## config.mk

```make
export PLATFORM = sky130hd
export DESIGN_NAME = pib_bridge
export DESIGN_NICKNAME = d
export VERILOG_FILES = /design/src/logic/pib_bridge.v /design/src/logic/pib_fifo.v
export VERILOG_INCLUDE_DIRS = /design/src /design/src/logic
export SDC_FILE = /design/constraint.sdc
export NUM_CORES = 1
export LEC_CHECK = 0
export BUFFER_PORTS_ARGS = -buffer_cell sky130_fd_sc_hd__clkbuf_2
export CORE_MARGIN = 2
export CORE_UTILIZATION = 25
export CTS_CLUSTER_SIZE = 20
export DETAILED_ROUTE_END_ITERATION = 8
export HOLD_SLACK_MARGIN = 0.08
export PLACE_DENSITY_LB_ADDON = 0.08
export REMOVE_ABC_BUFFERS = 1
export SYNTH_ARGS = -nofsm -noshare
export SYNTH_HDL_FRONTEND = slang
export SYNTH_HIERARCHICAL = 1
export SYNTH_SLANG_ARGS = --single-unit
```

## constraint.sdc

```tcl
create_clock -name CLK_SYS_I -period 8 [get_ports CLK_SYS_I]
set_input_delay 1.6 -clock CLK_SYS_I [delete_from_list [all_inputs] [get_ports CLK_SYS_I]]
set_output_delay 1.6 -clock CLK_SYS_I [all_outputs]
set_load 0.01 [all_outputs]
```

## src/logic/pib_regs.vh

```
// Purpose: constants for the slot-bus bridge pin logic
// Assumes: single 10 MHz system clock
// Notes: all counts in system clock cycles
`ifndef PIB_REGS_VH
`define PIB_REGS_VH
`define PIB_ADDR_W 24
`define PIB_DATA_W 16
`define PIB_LOWMEG_TOP 4'h0
`define PIB_LOWMEG_HI 23
`define PIB_LOWMEG_LO 20
`define PIB_DIV_W 3
`define PIB_DIV_RST 3'h4
`define PIB_WAIT_STATES 3'h3
`define PIB_STROBE_LEN 3'h2
`define PIB_FIFO_DEPTH 16
`define PIB_FIFO_AW 4
`define PIB_CHAN_N 8
`define PIB_CHAN_W 3
`define PIB_CHAN_MASK 8'hEF
`define PIB_TC_W 16
`define PIB_SER_W 8
`endif

```

## src/logic/pib_bridge.v

```verilog
// Purpose: slot-bus side pin behaviour of a PCI-to-slot-bus bridge
// Assumes: all inputs except SERIAL_LINK_CLOCK_I (sampled) synchronous to CLK_SYS_I; SRST_I is the bridge reset
// Notes: cycle requests are queued in a 16-entry FIFO
// Summary of operation
// - Address enable high while DMA owns bus
// - Address latch enable marks valid address
// - Acknowledge low for granted DMA channel
// - Retry output active when distributed DMA
// - Extension write pulses strobe, drives bytes
// - Ready low extends current cycle
// - 16-bit select sizes the cycle
// - Slot master input means master cycle
// - Slot address from PCI; input during master
// - Byte-high enable when upper byte used
// - Low-memory strobes only below 1 Mbyte
// - Memory or I/O strobes per cycle type
// - Bus clock divides link clock by divisor
// - Zero-wait input ends cycle without waits
// - Terminal count when DMA count reached
// - Refresh output marks refresh cycle
// - PCI interrupts level low, optionally mapped
// - Two serial lines exchange link information
// - Request bus, arbiter answers with grant
// - Reset state while reset asserted
// - Map bit selects PCI or mappable format
`timescale 1ns/1ps
`include "pib_regs.vh"
module pib_bridge (
   input wire CLK_SYS_I,
   input wire SRST_I,
   input wire SERIAL_LINK_CLOCK_I,
   input wire [`PIB_DIV_W-1:0] AT_BUS_CONFIG_ONE_DIV_I,
   input wire [`PIB_ADDR_W-1:0] CYC_ADDR_I,
   input wire [3:0] CYC_BE_N_I,
   input wire CYC_IS_MEM_I,
   input wire CYC_WRITE_I,
   input wire [`PIB_DATA_W-1:0] CYC_WDATA_I,
   input wire CYC_REFRESH_I,
   input wire CYC_VALID_I,
   output wire CYC_READY_O,
   output wire [`PIB_DATA_W-1:0] CYC_RDATA_O,
   output wire CYC_DONE_O,
   input wire EXT_LOW_WR_I,
   input wire EXT_HIGH_WR_I,
   input wire [7:0] EXT_DATA_I,
   input wire DDMA_EN_I,
   input wire DDMA_HIT_I,
   input wire [`PIB_CHAN_N-1:0] DRQ_I,
   input wire [`PIB_TC_W-1:0] DMA_COUNT_I,
   input wire MASTER_N_I,
   input wire IOCHRDY_I,
   input wire IOCS16_N_I,
   input wire MEMCS16_N_I,
   input wire ZWS_N_I,
   input wire [`PIB_DATA_W-1:0] SD_I,
   input wire [`PIB_ADDR_W-1:0] SA_I,
   input wire [3:0] PCI_INT_N_I,
   input wire [3:0] INTERRUPT_MAP_SEL_I,
   output reg [3:0] MAPPABLE_INTERRUPT_O,
   output wire [3:0] PCI_INT_ACTIVE_O,
   input wire SERIAL_IN_FROM_HOST_I,
   output reg SERIAL_OUT_TO_HOST_O,
   output reg [`PIB_SER_W-1:0] HOST_WORD_O,
   input wire [`PIB_SER_W-1:0] STATUS_WORD_I,
   input wire BRIDGE_BUS_GRANT_N_I,
   output reg BRIDGE_BUS_REQUEST_N_O,
   output reg AEN_O,
   output reg BALE_O,
   output reg [`PIB_CHAN_N-1:0] DACK_N_O,
   output reg DISTRIBUTED_DMA_RETRY_O,
   output reg OUTPUT_EXTENSION_STROBE_N_O,
   output reg [`PIB_ADDR_W-1:0] SA_O,
   output wire SA_OE_N_O,
   output reg [`PIB_DATA_W-1:0] SD_O,
   output reg SD_OE_N_O,
   output reg SBHE_N_O,
   output reg SMEMR_N_O,
   output reg SMEMW_N_O,
   output reg MEMR_N_O,
   output reg MEMW_N_O,
   output reg IOR_N_O,
   output reg IOW_N_O,
   output reg REFRESH_N_O,
   output reg TC_O,
   output reg SYSCLK_O,
   output wire SLOT_MASTER_CYCLE_O
);
   // ---------------------------------------------------------------
   // States
   // ---------------------------------------------------------------
   localparam ST_IDLE = 3'h0;
   localparam ST_ADDR = 3'h1;
   localparam ST_CMD = 3'h2;
   localparam ST_END = 3'h3;
   localparam ST_EXT = 3'h4;
   localparam ST_DMA = 3'h5;

   reg [2:0] st_q;
   reg [2:0] cnt_q;
   reg [7:0] ext_hi_q;
   reg [`PIB_DATA_W-1:0] rdata_q;
   reg done_q;
   reg ext_pend_q;
   reg [7:0] ext_lo_q;
   reg [`PIB_CHAN_W-1:0] chan_q;
   reg [`PIB_TC_W-1:0] xfer_q;
   reg [3:0] int_q;
   reg lclk_q1;
   reg lclk_q2;
   reg lclk_q3;
   reg [`PIB_DIV_W-1:0] div_q;
   reg [`PIB_SER_W-1:0] sh_in_q;
   reg [`PIB_SER_W-1:0] sh_out_q;
   reg [2:0] bit_q;
   reg cur_mem_q;
   reg cur_wr_q;
   reg cur_ref_q;
   reg cur_low_q;
   reg cur_hi_q;
   reg [`PIB_DATA_W-1:0] cur_wdata_q;
   wire [42:0] fifo_in;
   wire [42:0] fifo_out;
   wire fifo_valid;
   wire fifo_take;
   wire master;
   wire [`PIB_CHAN_N-1:0] req;
   wire lclk_rise;
   wire lclk_edge;
   wire cyc16;
   wire [1:0] a_lo;

   // ---------------------------------------------------------------
   // Request queue
   // ---------------------------------------------------------------
   assign fifo_in = {CYC_REFRESH_I, CYC_WRITE_I, CYC_IS_MEM_I, CYC_WDATA_I, CYC_ADDR_I[23:2], CYC_BE_N_I[1:0]};
   assign fifo_take = (st_q == ST_IDLE) & ~master & ~ext_pend_q & (req == {`PIB_CHAN_N{1'b0}});
   pib_fifo #(
      .WIDTH(43),
      .DEPTH(`PIB_FIFO_DEPTH),
      .AW(`PIB_FIFO_AW)
   ) u_fifo (
      .clk_i(CLK_SYS_I),
      .srst_i(SRST_I),
      .in_data_i(fifo_in),
      .in_valid_i(CYC_VALID_I),
      .in_ready_o(CYC_READY_O),
      .out_data_o(fifo_out),
      .out_valid_o(fifo_valid),
      .out_ready_i(fifo_take)
   );

   assign master = ~MASTER_N_I;
   assign SLOT_MASTER_CYCLE_O = master;
   assign SA_OE_N_O = master;
   assign req = DRQ_I & `PIB_CHAN_MASK;
   assign CYC_RDATA_O = rdata_q;
   assign CYC_DONE_O = done_q;
   // 16-bit cycle only if the target claims it
   assign cyc16 = cur_mem_q ? ~MEMCS16_N_I : ~IOCS16_N_I;
   assign a_lo = (fifo_out[1:0] == 2'h3) ? 2'h2 : 2'h0;

   // ---------------------------------------------------------------
   // Slot cycle engine
   // ---------------------------------------------------------------
   always @(posedge CLK_SYS_I)
   begin
      if (SRST_I)
      begin
         st_q <= ST_IDLE;
         cnt_q <= 3'h0;
         ext_hi_q <= 8'h00;
         ext_lo_q <= 8'h00;
         ext_pend_q <= 1'b0;
         rdata_q <= 16'h0000;
         done_q <= 1'b0;
         chan_q <= 3'h0;
         xfer_q <= 16'h0000;
         cur_mem_q <= 1'b0;
         cur_wr_q <= 1'b0;
         cur_ref_q <= 1'b0;
         cur_low_q <= 1'b0;
         cur_hi_q <= 1'b0;
         cur_wdata_q <= 16'h0000;
         SA_O <= 24'h000000;
         SD_O <= 16'h0000;
         SD_OE_N_O <= 1'b1;
         AEN_O <= 1'b0;
         BALE_O <= 1'b0;
         DACK_N_O <= 8'hFF;
         OUTPUT_EXTENSION_STROBE_N_O <= 1'b1;
         SBHE_N_O <= 1'b1;
         SMEMR_N_O <= 1'b1;
         SMEMW_N_O <= 1'b1;
         MEMR_N_O <= 1'b1;
         MEMW_N_O <= 1'b1;
         IOR_N_O <= 1'b1;
         IOW_N_O <= 1'b1;
         REFRESH_N_O <= 1'b1;
         TC_O <= 1'b0;
         BRIDGE_BUS_REQUEST_N_O <= 1'b1;
         DISTRIBUTED_DMA_RETRY_O <= 1'b0;
      end
      else
      begin
         done_q <= 1'b0;
         DISTRIBUTED_DMA_RETRY_O <= DDMA_EN_I & DDMA_HIT_I;
         if (EXT_HIGH_WR_I)
         begin
            ext_hi_q <= EXT_DATA_I;
         end
         if (EXT_LOW_WR_I)
         begin
            ext_lo_q <= EXT_DATA_I;
            ext_pend_q <= 1'b1;
         end
         case (st_q)
            ST_IDLE:
            begin
               SD_OE_N_O <= 1'b1;
               TC_O <= 1'b0;
               if (master)
               begin
                  BRIDGE_BUS_REQUEST_N_O <= 1'b0;
                  SD_OE_N_O <= 1'b1;
               end
               else if (req != 8'h00)
               begin
                  BRIDGE_BUS_REQUEST_N_O <= 1'b0;
                  chan_q <= req[0] ? 3'h0 : req[1] ? 3'h1 : req[2] ? 3'h2 : req[3] ? 3'h3 :
                            req[5] ? 3'h5 : req[6] ? 3'h6 : 3'h7;
                  if (~BRIDGE_BUS_GRANT_N_I)
                  begin
                     AEN_O <= 1'b1;
                     st_q <= ST_DMA;
                  end
               end
               else if (ext_pend_q)
               begin
                  OUTPUT_EXTENSION_STROBE_N_O <= 1'b0;
                  SD_O <= {ext_hi_q, ext_lo_q};
                  SD_OE_N_O <= 1'b0;
                  ext_pend_q <= EXT_LOW_WR_I;
                  cnt_q <= `PIB_STROBE_LEN;
                  st_q <= ST_EXT;
               end
               else if (fifo_valid)
               begin
                  BRIDGE_BUS_REQUEST_N_O <= 1'b1;
                  SA_O <= {fifo_out[23:2], a_lo};
                  cur_ref_q <= fifo_out[42];
                  cur_wr_q <= fifo_out[41];
                  cur_mem_q <= fifo_out[40];
                  cur_wdata_q <= fifo_out[39:24];
                  cur_hi_q <= (fifo_out[1:0] != 2'h2);
                  cur_low_q <= (fifo_out[23:20] == `PIB_LOWMEG_TOP);
                  BALE_O <= 1'b1;
                  st_q <= ST_ADDR;
               end
               else
               begin
                  BRIDGE_BUS_REQUEST_N_O <= 1'b1;
               end
            end
            ST_EXT:
            begin
               cnt_q <= cnt_q - 3'h1;
               if (cnt_q == 3'h1)
               begin
                  OUTPUT_EXTENSION_STROBE_N_O <= 1'b1;
                  st_q <= ST_END;
               end
            end
            ST_ADDR:
            begin
               BALE_O <= 1'b0;
               SBHE_N_O <= ~cur_hi_q;
               REFRESH_N_O <= ~cur_ref_q;
               MEMR_N_O <= ~(cur_mem_q & ~cur_wr_q);
               MEMW_N_O <= ~(cur_mem_q & cur_wr_q);
               SMEMR_N_O <= ~(cur_mem_q & ~cur_wr_q & cur_low_q);
               SMEMW_N_O <= ~(cur_mem_q & cur_wr_q & cur_low_q);
               IOR_N_O <= ~(~cur_mem_q & ~cur_wr_q);
               IOW_N_O <= ~(~cur_mem_q & cur_wr_q);
               SD_O <= cur_wdata_q;
               SD_OE_N_O <= ~cur_wr_q;
               cnt_q <= `PIB_WAIT_STATES;
               st_q <= ST_CMD;
            end
            ST_CMD:
            begin
               // Waits shrink for 16-bit targets; ready low always holds
               if (~ZWS_N_I & IOCHRDY_I)
               begin
                  cnt_q <= 3'h0;
                  st_q <= ST_END;
               end
               else if (cnt_q != 3'h0)
               begin
                  cnt_q <= cnt_q - (cyc16 ? 3'h2 > cnt_q ? cnt_q : 3'h2 : 3'h1);
               end
               else if (IOCHRDY_I)
               begin
                  st_q <= ST_END;
               end
               if (st_q == ST_CMD)
               begin
                  rdata_q <= cyc16 ? SD_I : {8'h00, SD_I[7:0]};
               end
            end
            ST_DMA:
            begin
               DACK_N_O <= ~(8'h01 << chan_q);
               xfer_q <= xfer_q + 16'h0001;
               if (xfer_q + 16'h0001 == DMA_COUNT_I)
               begin
                  TC_O <= 1'b1;
                  xfer_q <= 16'h0000;
               end
               if (~req[chan_q] | BRIDGE_BUS_GRANT_N_I)
               begin
                  st_q <= ST_END;
               end
            end
            ST_END:
            begin
               MEMR_N_O <= 1'b1;
               MEMW_N_O <= 1'b1;
               SMEMR_N_O <= 1'b1;
               SMEMW_N_O <= 1'b1;
               IOR_N_O <= 1'b1;
               IOW_N_O <= 1'b1;
               REFRESH_N_O <= 1'b1;
               SBHE_N_O <= 1'b1;
               SD_OE_N_O <= 1'b1;
               DACK_N_O <= 8'hFF;
               AEN_O <= 1'b0;
               TC_O <= 1'b0;
               done_q <= OUTPUT_EXTENSION_STROBE_N_O & (AEN_O == 1'b0);
               st_q <= ST_IDLE;
            end
            default:
            begin
               st_q <= ST_IDLE;
            end
         endcase
      end
   end

   // ---------------------------------------------------------------
   // Interrupt format
   // ---------------------------------------------------------------
   assign PCI_INT_ACTIVE_O = ~PCI_INT_N_I & ~INTERRUPT_MAP_SEL_I;
   always @(posedge CLK_SYS_I)
   begin
      if (SRST_I)
      begin
         // Idle level of the pins, so no false edge after reset
         int_q <= 4'hF;
         MAPPABLE_INTERRUPT_O <= 4'h0;
      end
      else
      begin
         int_q <= PCI_INT_N_I;
         // Rising edge, active high, only where mapped
         MAPPABLE_INTERRUPT_O <= PCI_INT_N_I & ~int_q & INTERRUPT_MAP_SEL_I;
      end
   end

   // ---------------------------------------------------------------
   // Link clock sampling, bus clock divider, serial lines
   // ---------------------------------------------------------------
   // Link clock is sampled, so it must run below half the system rate
   assign lclk_rise = lclk_q2 & ~lclk_q3;
   // Both link edges count, so odd divisors still give an even-duty bus clock
   assign lclk_edge = lclk_q2 ^ lclk_q3;
   always @(posedge CLK_SYS_I)
   begin
      if (SRST_I)
      begin
         lclk_q1 <= 1'b0;
         lclk_q2 <= 1'b0;
         lclk_q3 <= 1'b0;
         div_q <= 3'h0;
         SYSCLK_O <= 1'b0;
         sh_in_q <= 8'h00;
         sh_out_q <= 8'h00;
         bit_q <= 3'h0;
         HOST_WORD_O <= 8'h00;
         SERIAL_OUT_TO_HOST_O <= 1'b0;
      end
      else
      begin
         lclk_q1 <= SERIAL_LINK_CLOCK_I;
         lclk_q2 <= lclk_q1;
         lclk_q3 <= lclk_q2;
         if (lclk_edge)
         begin
            // Divisor 0 treated as 1 to keep the clock running
            if (div_q + 3'h1 >= AT_BUS_CONFIG_ONE_DIV_I)
            begin
               div_q <= 3'h0;
               SYSCLK_O <= ~SYSCLK_O;
            end
            else
            begin
               div_q <= div_q + 3'h1;
            end
         end
         if (lclk_rise)
         begin
            sh_in_q <= {sh_in_q[6:0], SERIAL_IN_FROM_HOST_I};
            SERIAL_OUT_TO_HOST_O <= sh_out_q[7];
            bit_q <= bit_q + 3'h1;
            if (bit_q == 3'h7)
            begin
               HOST_WORD_O <= {sh_in_q[6:0], SERIAL_IN_FROM_HOST_I};
               sh_out_q <= STATUS_WORD_I;
            end
            else
            begin
               sh_out_q <= {sh_out_q[6:0], 1'b0};
            end
         end
      end
   end
endmodule

```

## src/logic/pib_fifo.v

```verilog
// Purpose: synchronous FIFO with valid/ready on both sides
// Assumes: one clock, synchronous active-high reset
// Notes: full/empty from a fill counter
`timescale 1ns/1ps
module pib_fifo #(
   parameter WIDTH = 42,
   parameter DEPTH = 16,
   parameter AW = 4
)(
   input wire clk_i,
   input wire srst_i,
   input wire [WIDTH-1:0] in_data_i,
   input wire in_valid_i,
   output wire in_ready_o,
   output wire [WIDTH-1:0] out_data_o,
   output wire out_valid_o,
   input wire out_ready_i
);
   reg [WIDTH-1:0] mem [0:DEPTH-1];
   reg [AW-1:0] wr_q;
   reg [AW-1:0] rd_q;
   reg [AW:0] cnt_q;
   wire push;
   wire pop;
   assign in_ready_o = (cnt_q != DEPTH[AW:0]);
   assign out_valid_o = (cnt_q != {(AW+1){1'b0}});
   assign out_data_o = mem[rd_q];
   assign push = in_valid_i & in_ready_o;
   assign pop = out_valid_o & out_ready_i;
   always @(posedge clk_i)
   begin
      if (push)
      begin
         mem[wr_q] <= in_data_i;
      end
      if (srst_i)
      begin
         wr_q <= {AW{1'b0}};
         rd_q <= {AW{1'b0}};
         cnt_q <= {(AW+1){1'b0}};
      end
      else
      begin
         if (push)
         begin
            wr_q <= wr_q + 1'b1;
         end
         if (pop)
         begin
            rd_q <= rd_q + 1'b1;
         end
         if (push & ~pop)
         begin
            cnt_q <= cnt_q + 1'b1;
         end
         else if (pop & ~push)
         begin
            cnt_q <= cnt_q - 1'b1;
         end
      end
   end
endmodule

```

# ---- After elaboration in Yosys (flattened, before gate mapping)
# Memories as Yosys holds them, arrays and structs flattened. A register that Yosys moved wholly into a read port is not among the register bits.
# Index checks and enable logic that the tools add are counted.
dict set report totals {
  reg_bits 198
  wordCells 247
  mem_count 1
  ramBits 688
}
# name depth word_bits rd rd_ports_with_merged_regs wr line
set mem_list {}
lappend mem_list {u_fifo.mem 16 43 1 1 1 pib_fifo.v:19} ;# reg [WIDTH-1:0] mem [0:DEPTH-1];
dict set report op_classes {
  add_sub_neg 9
  order_cmp 3
  reduce_logical 29
  n_eq_ne 27
  n_mux 80
  n_bitwise 49
  shifts 1
}
# op n
set op_table {}
lappend op_table {{$mux W16} 5}
lappend op_table {{$mux W3} 22}
lappend op_table {{$pmux W16 S2} 1}
lappend op_table {{$mux W1} 28}
lappend op_table {{$pmux W1 S2} 12}
lappend op_table {{$not A1 Y1} 23}
lappend op_table {{$reduce_and A5 Y1} 4}
lappend op_table {{$ne A2 B2 Y1 const B} 9}
lappend op_table {{$and A1 B1 Y1} 17}
lappend op_table {{$add A16 B1 Y16 const B} 1}
lappend op_table {{$eq A16 B16 Y1} 1}
lappend op_table {{$pmux W8 S2} 1}
lappend op_table {{$pmux W3 S5} 1}
lappend op_table {{$reduce_bool A2 Y1} 7}
lappend op_table {{$and A4 B4 Y4} 3}
lappend op_table {{$ne A3 B3 Y1 const B} 4}
lappend op_table {{$not A4 Y4} 3}
lappend op_table {{$pmux W3 S4} 1}
lappend op_table {{$mux W5} 2}
lappend op_table {{$eq A3 B3 Y1 const B} 3}
lappend op_table {{$add A4 B1 Y4 const B} 2}
lappend op_table {{$logic_not A8 Y1} 1}
lappend op_table {{$mux W4} 2}
lappend op_table {{$mux W8} 1}
lappend op_table {{other kinds (33)} 44}

# ---- Depth between registers and ports, before layout
# Gate-level depths: netlist of the first run.
dict set report logic_depth {
  depth_word 8
  depth_mapped 12
  ltp_nobuf 12
}

# ---- By module
# The synthesis of the first run kept the hierarchy.
# module seq_area_each_um2 instances area_each_um2 cells_each
set modules_own_cells {}
lappend modules_own_cells {pib_fifo 21000.1 1 26635.5 1163}
lappend modules_own_cells {pib_bridge 3683.5 1 8003.9 952}

# ---- Least setup slack after synthesis of the first run
# Ideal clock, no wire load.
dict set report synth_timing {
  path_type {input to register}
  startpoint {input port CYC_VALID_I}
  endpoint {memory u_fifo.mem[0][0], enable pin}
  setup_time_ns 0.550
  path_slack_ns 1.674
  arrival_ns 5.775
  path_stages 2
  required_ns 7.450
  cell_sequence {o21ai_4 > nor4_1}
}
dict set report synth_via {
  elab_chain_len 3
}
# element line
set synth_lines {}
lappend synth_lines {{start: declaration} pib_bridge.v:39} ;# input wire CYC_VALID_I,
lappend synth_lines {{$and A1 B1 Y1} pib_fifo.v:28} ;# assign push = in_valid_i & in_ready_o;
lappend synth_lines {{$mux W1} pib_fifo.v:32} ;# if (push)
lappend synth_lines {{$mux W1 (implied by the code)} pib_fifo.v:34} ;# mem[wr_q] <= in_data_i;
lappend synth_lines {{end: declaration} pib_fifo.v:19}
# No other way between the ends.

# ---- Worst setup path in the final report of the first run
dict set report layout_timing {
  startpoint {input port DRQ_I[1]}
  endpoint {register u_fifo.cnt_q[4]}
}
dict set report layout_via {
  elab_chain_len 6
}
# element line
set layout_lines {}
lappend layout_lines {{start: declaration} pib_bridge.v:48} ;# input wire [`PIB_CHAN_N-1:0] DRQ_I,
lappend layout_lines {{$logic_not A8 Y1 (*)} pib_bridge.v:136} ;# assign fifo_take = (st_q == ST_IDLE) & ~master & ~ext_pend_q & (req == {`PIB_CHAN_N{1'b0}});
lappend layout_lines {{$and A1 B1 Y1 (*)} pib_bridge.v:136}
lappend layout_lines {{net fifo_take} pib_bridge.v:124} ;# wire fifo_take;
lappend layout_lines {{$and A1 B1 Y1 (*)} pib_fifo.v:29} ;# assign pop = out_valid_o & out_ready_i;
lappend layout_lines {{$not A1 Y1} pib_fifo.v:52} ;# if (push & ~pop)
lappend layout_lines {{$and A1 B1 Y1} pib_fifo.v:52}
lappend layout_lines {{$mux W5 / $reduce_bool A2 Y1 (equally long branches)} --}
lappend layout_lines {{end signal: assignment} pib_fifo.v:40} ;# cnt_q <= {(AW+1){1'b0}};
lappend layout_lines {{end signal: assignment} pib_fifo.v:54} ;# cnt_q <= cnt_q + 1'b1;
lappend layout_lines {{end signal: assignment} pib_fifo.v:58} ;# cnt_q <= cnt_q - 1'b1;
lappend layout_lines {{end: declaration} pib_fifo.v:22} ;# reg [AW:0] cnt_q;
# The timed path passes the listed nets; every way through them passes the cells marked *.
# A chain may end at the register's enable or synchronous reset.

==> qor.csv, run 1 <==
metric;value;unit
Worst EP required;8.58;ns
WHS;0.3936;ns
Layout area overhead;18.89;%
Net Sw Frac;24.57;%
CP peak stage delay;0.57;ns
setup violators final;0;
Non-Filler Instances;4239;
part of the power in registers;48.7;%
net total in the final layout;2536;
worst skew pair latency;0.73;ns
Clock Skew;0.06498;ns
overall routing resource usage;14.27;%
leakage;13.36;nW
largest net degree at the start of global routing;106;
R2R cell count;7;
DRC;0;
CP max-delay cell;or4_4;
vias in the first global route;20540;
power per cell area;263.3;mW/mm2
Maximum Capacitance Violations;0;
Final Slew Violations;0;
FFs w/ async S/R, synth;0;%
startpoint types;primary input;
row cnt;136;
Critical R2R Capture;cur_hi_q;
Synth Register Bits;889;
Bufs on Longest Clock Path;3;
met1 WL;45120;um
Die Height;376.2;um
PortBufs;223;
DRT Pass-1 Iters;7;
status;complete, no violations;
core area;0.1375;mm2
CTS tree;yes;
Wirelength per Cell;23.94;um
vias post-DR;19540;
initial core utilization;25.19;%
DRT iter0 DRCs;1204;
Post-synth EDFFs;688;
CP max FO;10;
hold_buf cts;0;
Crit path max-delay family;simple AND/OR/NAND/NOR gates;
Root Buffer;clkbuf_16;
initial antenna violation count;11;
DP HPWL;56910;um
total wire length;101500;um
Post-Syn Instances;2115;
CTS resizes;0;
Setup crit end;u_fifo/cnt_q[4];
worst slew pin tran;1.090;ns
Setup CP Type;primary input to register;
layout cell share with drive strength beyond 1;25.78;%
total net switching power;2.665;mW
pre-CTS WS;2.957;ns
Yosys warnings;6;
crit path DAT;4.94;ns
H-tree depth;3;
die area;0.1416;mm2
gpl congestion;0.7659;
Critical Path, Cell by Cell;clkbuf_2 > or4_4 > nor4_4 > nand3_1 > nor2_2 > o21ai_2 > ha_1 > inv_1 > ha_1 > a21oi_1 > a211oi_1 > a31oi_1 > mux2_2;
Max Freq;229.2;MHz
Post-Syn Area;0.03464;mm2
first-pass GRT wire length;146000;um
met2 routed WL;49320;um
clock sink total;889;
die width;376.2;um
fin crit share;54.53;%
post-route cell area;0.04118;mm2
Seq/Total Area, Yosys;71.26;%
drt via density;4.609;
prevailing post-synth register cell;edfxtp_1;
cts bufs inserted;104;
DRT antenna net count;0;
r2r setup slk;4.31;ns
commonest cells after routing, fill and taps aside;edfxtp_1 (688), clkbuf_2 (222), nand2_1 (210);
internal power;8.180;mW
post-CTS setup buffers;0;
# IOs;254;
Max IR drop VDD;182.4;uV
CP startpoint;DRQ_I[1];
fin crit period;4.363;ns
Crit path top cell by count;ha_1;
final setup margin;3.637;ns
leading cell type in the layout, fill and taps excluded;edfxtp_1;
Combinational Power Share;8.9;%
total grt overflow;0;
headroom to the max-slew limit;27.30;%
Clock Power Share;42.4;%
Cell Area, Placed;0.03784;mm2
count of final hold-check violations;0;
HP Class;register to register;
buffer and inverter count on the worst path;2;
Unique masters post-synth;60;
Setup TNS Final;0;ns
clk slew on worst S/H paths;0.06;ns
CP Depth;13;
cell total after placement;4047;
Worst setup EP type;register;
RSZ-0062 raised after global routing;no;
Top Metal Used;met5;
DR WL met3;4922;um
Syn Area/Cell;16.38;um2
## area by class of cell
type	count	area, um2
Clock inverter	42	447.9
Clock buffer	149	2894
Multi-Input combinational cell	1074	9350
Fill cell	13700	96310
Inverter	23	86.33
Sequential cell	889	24690
Antenna cell	1	2.502
Timing Repair Buffer	267	1468
Tap cell	1794	2245
## worst min path at each step
| stage | startpoint | to | slack [ns] | cells past startpoint |
|---|---|---|---|---|
| 6_report | int_q[1] | MAPPABLE_INTERRUPT_O[1] | 0.39 | 1 |
| 2_1_floorplan | int_q[0] | MAPPABLE_INTERRUPT_O[0] | 0.37 | 1 |
| 5_1_grt | int_q[1] | MAPPABLE_INTERRUPT_O[1] | 0.41 | 1 |
| 4_1_cts | int_q[3] | MAPPABLE_INTERRUPT_O[3] | 0.40 | 1 |
| 3_5_place_dp | int_q[1] | MAPPABLE_INTERRUPT_O[1] | 0.40 | 1 |
| 3_3_place_gp | int_q[1] | MAPPABLE_INTERRUPT_O[1] | 0.38 | 1 |
## cells in the mapped netlist (5+ instances only)
library cell / n / area share (%)
a211oi_1: 13 / 0.28
a21o_1: 5 / 0.11
a21oi_1: 84 / 1.2
a22oi_1: 95 / 2.1
a311oi_1: 17 / 0.43
a31oi_1: 7 / 0.13
and2_1: 11 / 0.20
and3_1: 6 / 0.11
buf_1: 8 / 0.087
buf_2: 27 / 0.39
buf_4: 8 / 0.17
buf_6: 11 / 0.36
clkbuf_1: 75 / 0.81
dfxtp_1: 201 / 12
edfxtp_1: 688 / 60
ha_1: 22 / 0.79
inv_1: 22 / 0.24
mux2i_1: 44 / 1.3
mux4_2: 173 / 11
nand2_1: 211 / 2.3
nand2b_1: 11 / 0.20
nand3_1: 24 / 0.35
nand4_1: 10 / 0.18
nor2_1: 135 / 1.5
nor2b_1: 13 / 0.23
nor3_1: 17 / 0.25
nor3b_1: 5 / 0.11
nor4_1: 17 / 0.31
nor4bb_1: 5 / 0.14
o211ai_1: 8 / 0.17
o21ai_0: 43 / 0.62
o22ai_1: 7 / 0.13
or2_2: 7 / 0.13
or3_1: 5 / 0.090
xnor2_1: 27 / 0.68
xor2_1: 16 / 0.40
## sequential cells by signal, indices dropped and copies added, names as in the netlist, 4 cells and up, named ones only
signal	flops
sh_out_q	8
cur_wdata_q	16
u_fifo/cnt_q	5
ext_lo_q	8
u_fifo/mem	688
int_q	4
CYC_RDATA_O	16
DACK_N_O	8
ext_hi_q	8
SA_O	23
u_fifo/rd_q	4
SD_O	16
xfer_q	16
MAPPABLE_INTERRUPT_O	4
HOST_WORD_O	8
sh_in_q	7
u_fifo/wr_q	4
## cell families after synthesis
family	share of synthesized area, %
DFF	71.26
adders and majority gates	0.9102
buffers and inverters	2.070
other	0.01083
AOI/OAI and AO/OA	5.682
muxes	12.62
and+or+nand+nor	6.365
xor gates and xnor gates	1.087
## per-stage QoR
step | total power, mW | utilization [%]
after global routing | 11.33 | 29.95
after CTS | 11.06 | 29.95
after global placement | 6.351 | 27.52
after detailed placement | 6.369 | 27.52
final | 10.85 | 29.95
after floorplan | 5.902 | -
## routing by layer
metal  global-route usage [%]  vias to the layer above
li1                         -                     8738
met1                    18.77                    10180
met2                    24.13                      456
met3                    2.944                      151
met4                    3.268                       12
met5                        0                        -
## power groups by stage
stage	registers (mW)	clock network (mW)	logic (mW)
global placement	5.37	0	0.979
global route	5.30	4.95	1.08
finish	5.28	4.60	0.961
CTS	5.28	4.78	0.993
detailed placement	5.38	0	0.989
floorplan	5.40	0	0.505
(Power assumes the default switching activity.)
==> run 2, diff against run 1 <==
- clock period: 8 -> 4 ns (I/O delays scaled with it)
==> run 2 against run 1 <==
Net effect: global-route usage down 0.069 points; critical path type is now register to register; power up 100%; critical path depth down 5; highest routed layer unchanged; sequential share of layout area down 0.58 points.
==> qor.csv, run 2 (synthesis results as in run 1) <==
metric;value;unit
Setup CP Type;register to register;
DRT antenna net count;0;
post-route cell area;0.04158;mm2
Max Freq;316.4;MHz
RSZ-0062 raised after global routing;no;
Bufs on Longest Clock Path;3;
largest net degree at the start of global routing;76;
Top Registers;u_fifo/mem x688, SA_O x23;
gpl congestion;0.7636;
Final Slew Violations;0;
layout cell share with drive strength beyond 1;26.53;%
die area;0.1416;mm2
Clock Skew;0.02430;ns
overall routing resource usage;14.21;%
clk slew on worst S/H paths;0.06;ns
cts bufs inserted;105;
row cnt;136;
power per cell area;520.7;mW/mm2
clock sink total;889;
fin crit period;3.160;ns
crit path DAT;3.74;ns
H-tree depth;3;
Max IR drop VDD;329.5;uV
worst slew pin tran;1.015;ns
# IOs;254;
commonest cells after routing, fill and taps aside;edfxtp_1 (688), clkbuf_2 (222), nand2_1 (210);
net total in the final layout;2564;
HP Class;primary input to register;
DRT Pass-1 Iters;7;
leakage;13.55;nW
status;complete, no violations;
drt via density;4.585;
total grt overflow;0;
Worst EP required;4.58;ns
Cell Area, Placed;0.03829;mm2
vias post-DR;19580;
Layout area overhead;20.05;%
Worst setup EP type;register;
CTS resizes;0;
WHS;0.3110;ns
DRC;0;
CTS tree;yes;
Finished Core Util;30.25;%
DRT iter0 DRCs;1160;
setup violators final;0;
hold_buf cts;0;
Root Buffer;clkbuf_16;
Maximum Capacitance Violations;0;
Crit path max-delay family;simple AND/OR/NAND/NOR gates;
fin crit share;79.00;%
total wire length;101400;um
worst skew pair latency;0.71;ns
initial core utilization;25.19;%
Die Height;376.2;um
count of final hold-check violations;0;
CP peak stage delay;0.73;ns
CP max-delay cell;or4_1;
Setup TNS Final;0;ns
PortBufs;223;
die width;376.2;um
most flop-heavy register;u_fifo/mem;
DP HPWL;59490;um
CP max FO;8;
Critical Path, Cell by Cell;ha_1 > nand3_2 > or3_1 > a211oi_1 > o2111ai_1 > or4_1 > o21ai_4 > nor2_1;
buffer and inverter count on the worst path;0;
leading cell type in the layout, fill and taps excluded;edfxtp_1;
Wirelength per Cell;23.75;um
core area;0.1375;mm2
vias in the first global route;20500;
initial antenna violation count;13;
Largest register FFs;688;
Fill cells;13640;
headroom to the max-slew limit;32.27;%
first-pass GRT wire length;145700;um
post-CTS setup buffers;0;
startpoint types;register;
run 2: cell types whose count changed in the layout (fill, tap and decap cells not counted):
cell	change
clkbuf_8	+4
buf_12	+20
buf_4	+7
clkinv_1	-5
clkbuf_16	+1
inv_6	+2
bufinv_16	-2
inv_4	+1
clkbuf_1	+8
clkinv_2	-3
clkinv_16	-3
diode_2	+2
clkinvlp_4	-1
run 2: final cells by class:
| cell class | instances | area (um2) | share of cell area (%) |
|---|---|---|---|
| Clock inverter | 31 | 280.3 | 0.6740 |
| Tap cell | 1794 | 2245 | 5.398 |
| Clock buffer | 162 | 3004 | 7.224 |
| Multi-Input combinational cell | 1074 | 9350 | 22.48 |
| Antenna cell | 3 | 7.507 | 0.01805 |
| Inverter | 23 | 86.33 | 0.2076 |
| Timing Repair Buffer | 294 | 1921 | 4.618 |
| Sequential cell | 889 | 24690 | 59.38 |
run 2: metal layers:
| layer | global-route usage [%] | vias up | part of all wire [%] | routed length (um) |
|---|---|---|---|---|
| met4 | 3.977 | 12 | 2.0 | 2032 |
| met1 | 18.62 | 10190 | 45 | 45550 |
| li1 | - | 8804 | - | - |
| met5 | 0 | - | 0.079 | 80 |
| met2 | 24.08 | 424 | 49 | 49490 |
| met3 | 2.487 | 152 | 4.2 | 4259 |
run 2: power breakdown:
part	switching, mW	internal [mW]
clock	3.81	5.34
sequential	0.209	10.3
combinational	1.28	0.683
run 2: through the flow:
| stage | power (mW) | cells | setup slack (ns) |
|---|---|---|---|
| after floorplan | 11.80 | 1986 | -4.551 |
| after global placement | 12.71 | 4074 | 0.2108 |
| after detailed placement | 12.75 | 4074 | 0.2382 |
| after CTS | 22.07 | 4267 | 0.8259 |
| after global routing | 22.62 | 4268 | 0.6412 |
| final | 21.65 | 4270 | 0.8399 |
run 2: worst register-to-register path, cell delays in order (launching register included):
cell       delay (ns)
dfxtp_1          0.48
ha_1             0.36
nand3_2          0.20
or3_1            0.41
a211oi_1         0.23
o2111ai_1        0.18
or4_1            0.73
o21ai_4          0.36
nor2_1           0.09
run 2: final timing paths:
check / startpoint / to / slack (ns) / cells past startpoint
min reg2reg: int_q[1] / MAPPABLE_INTERRUPT_O[1] / 0.39 / 1
max: xfer_q[0] / xfer_q[0] / 0.84 / 8
min: PCI_INT_N_I[0] / int_q[0] / 0.31 / 2
max reg2reg: xfer_q[0] / xfer_q[0] / 0.84 / 8
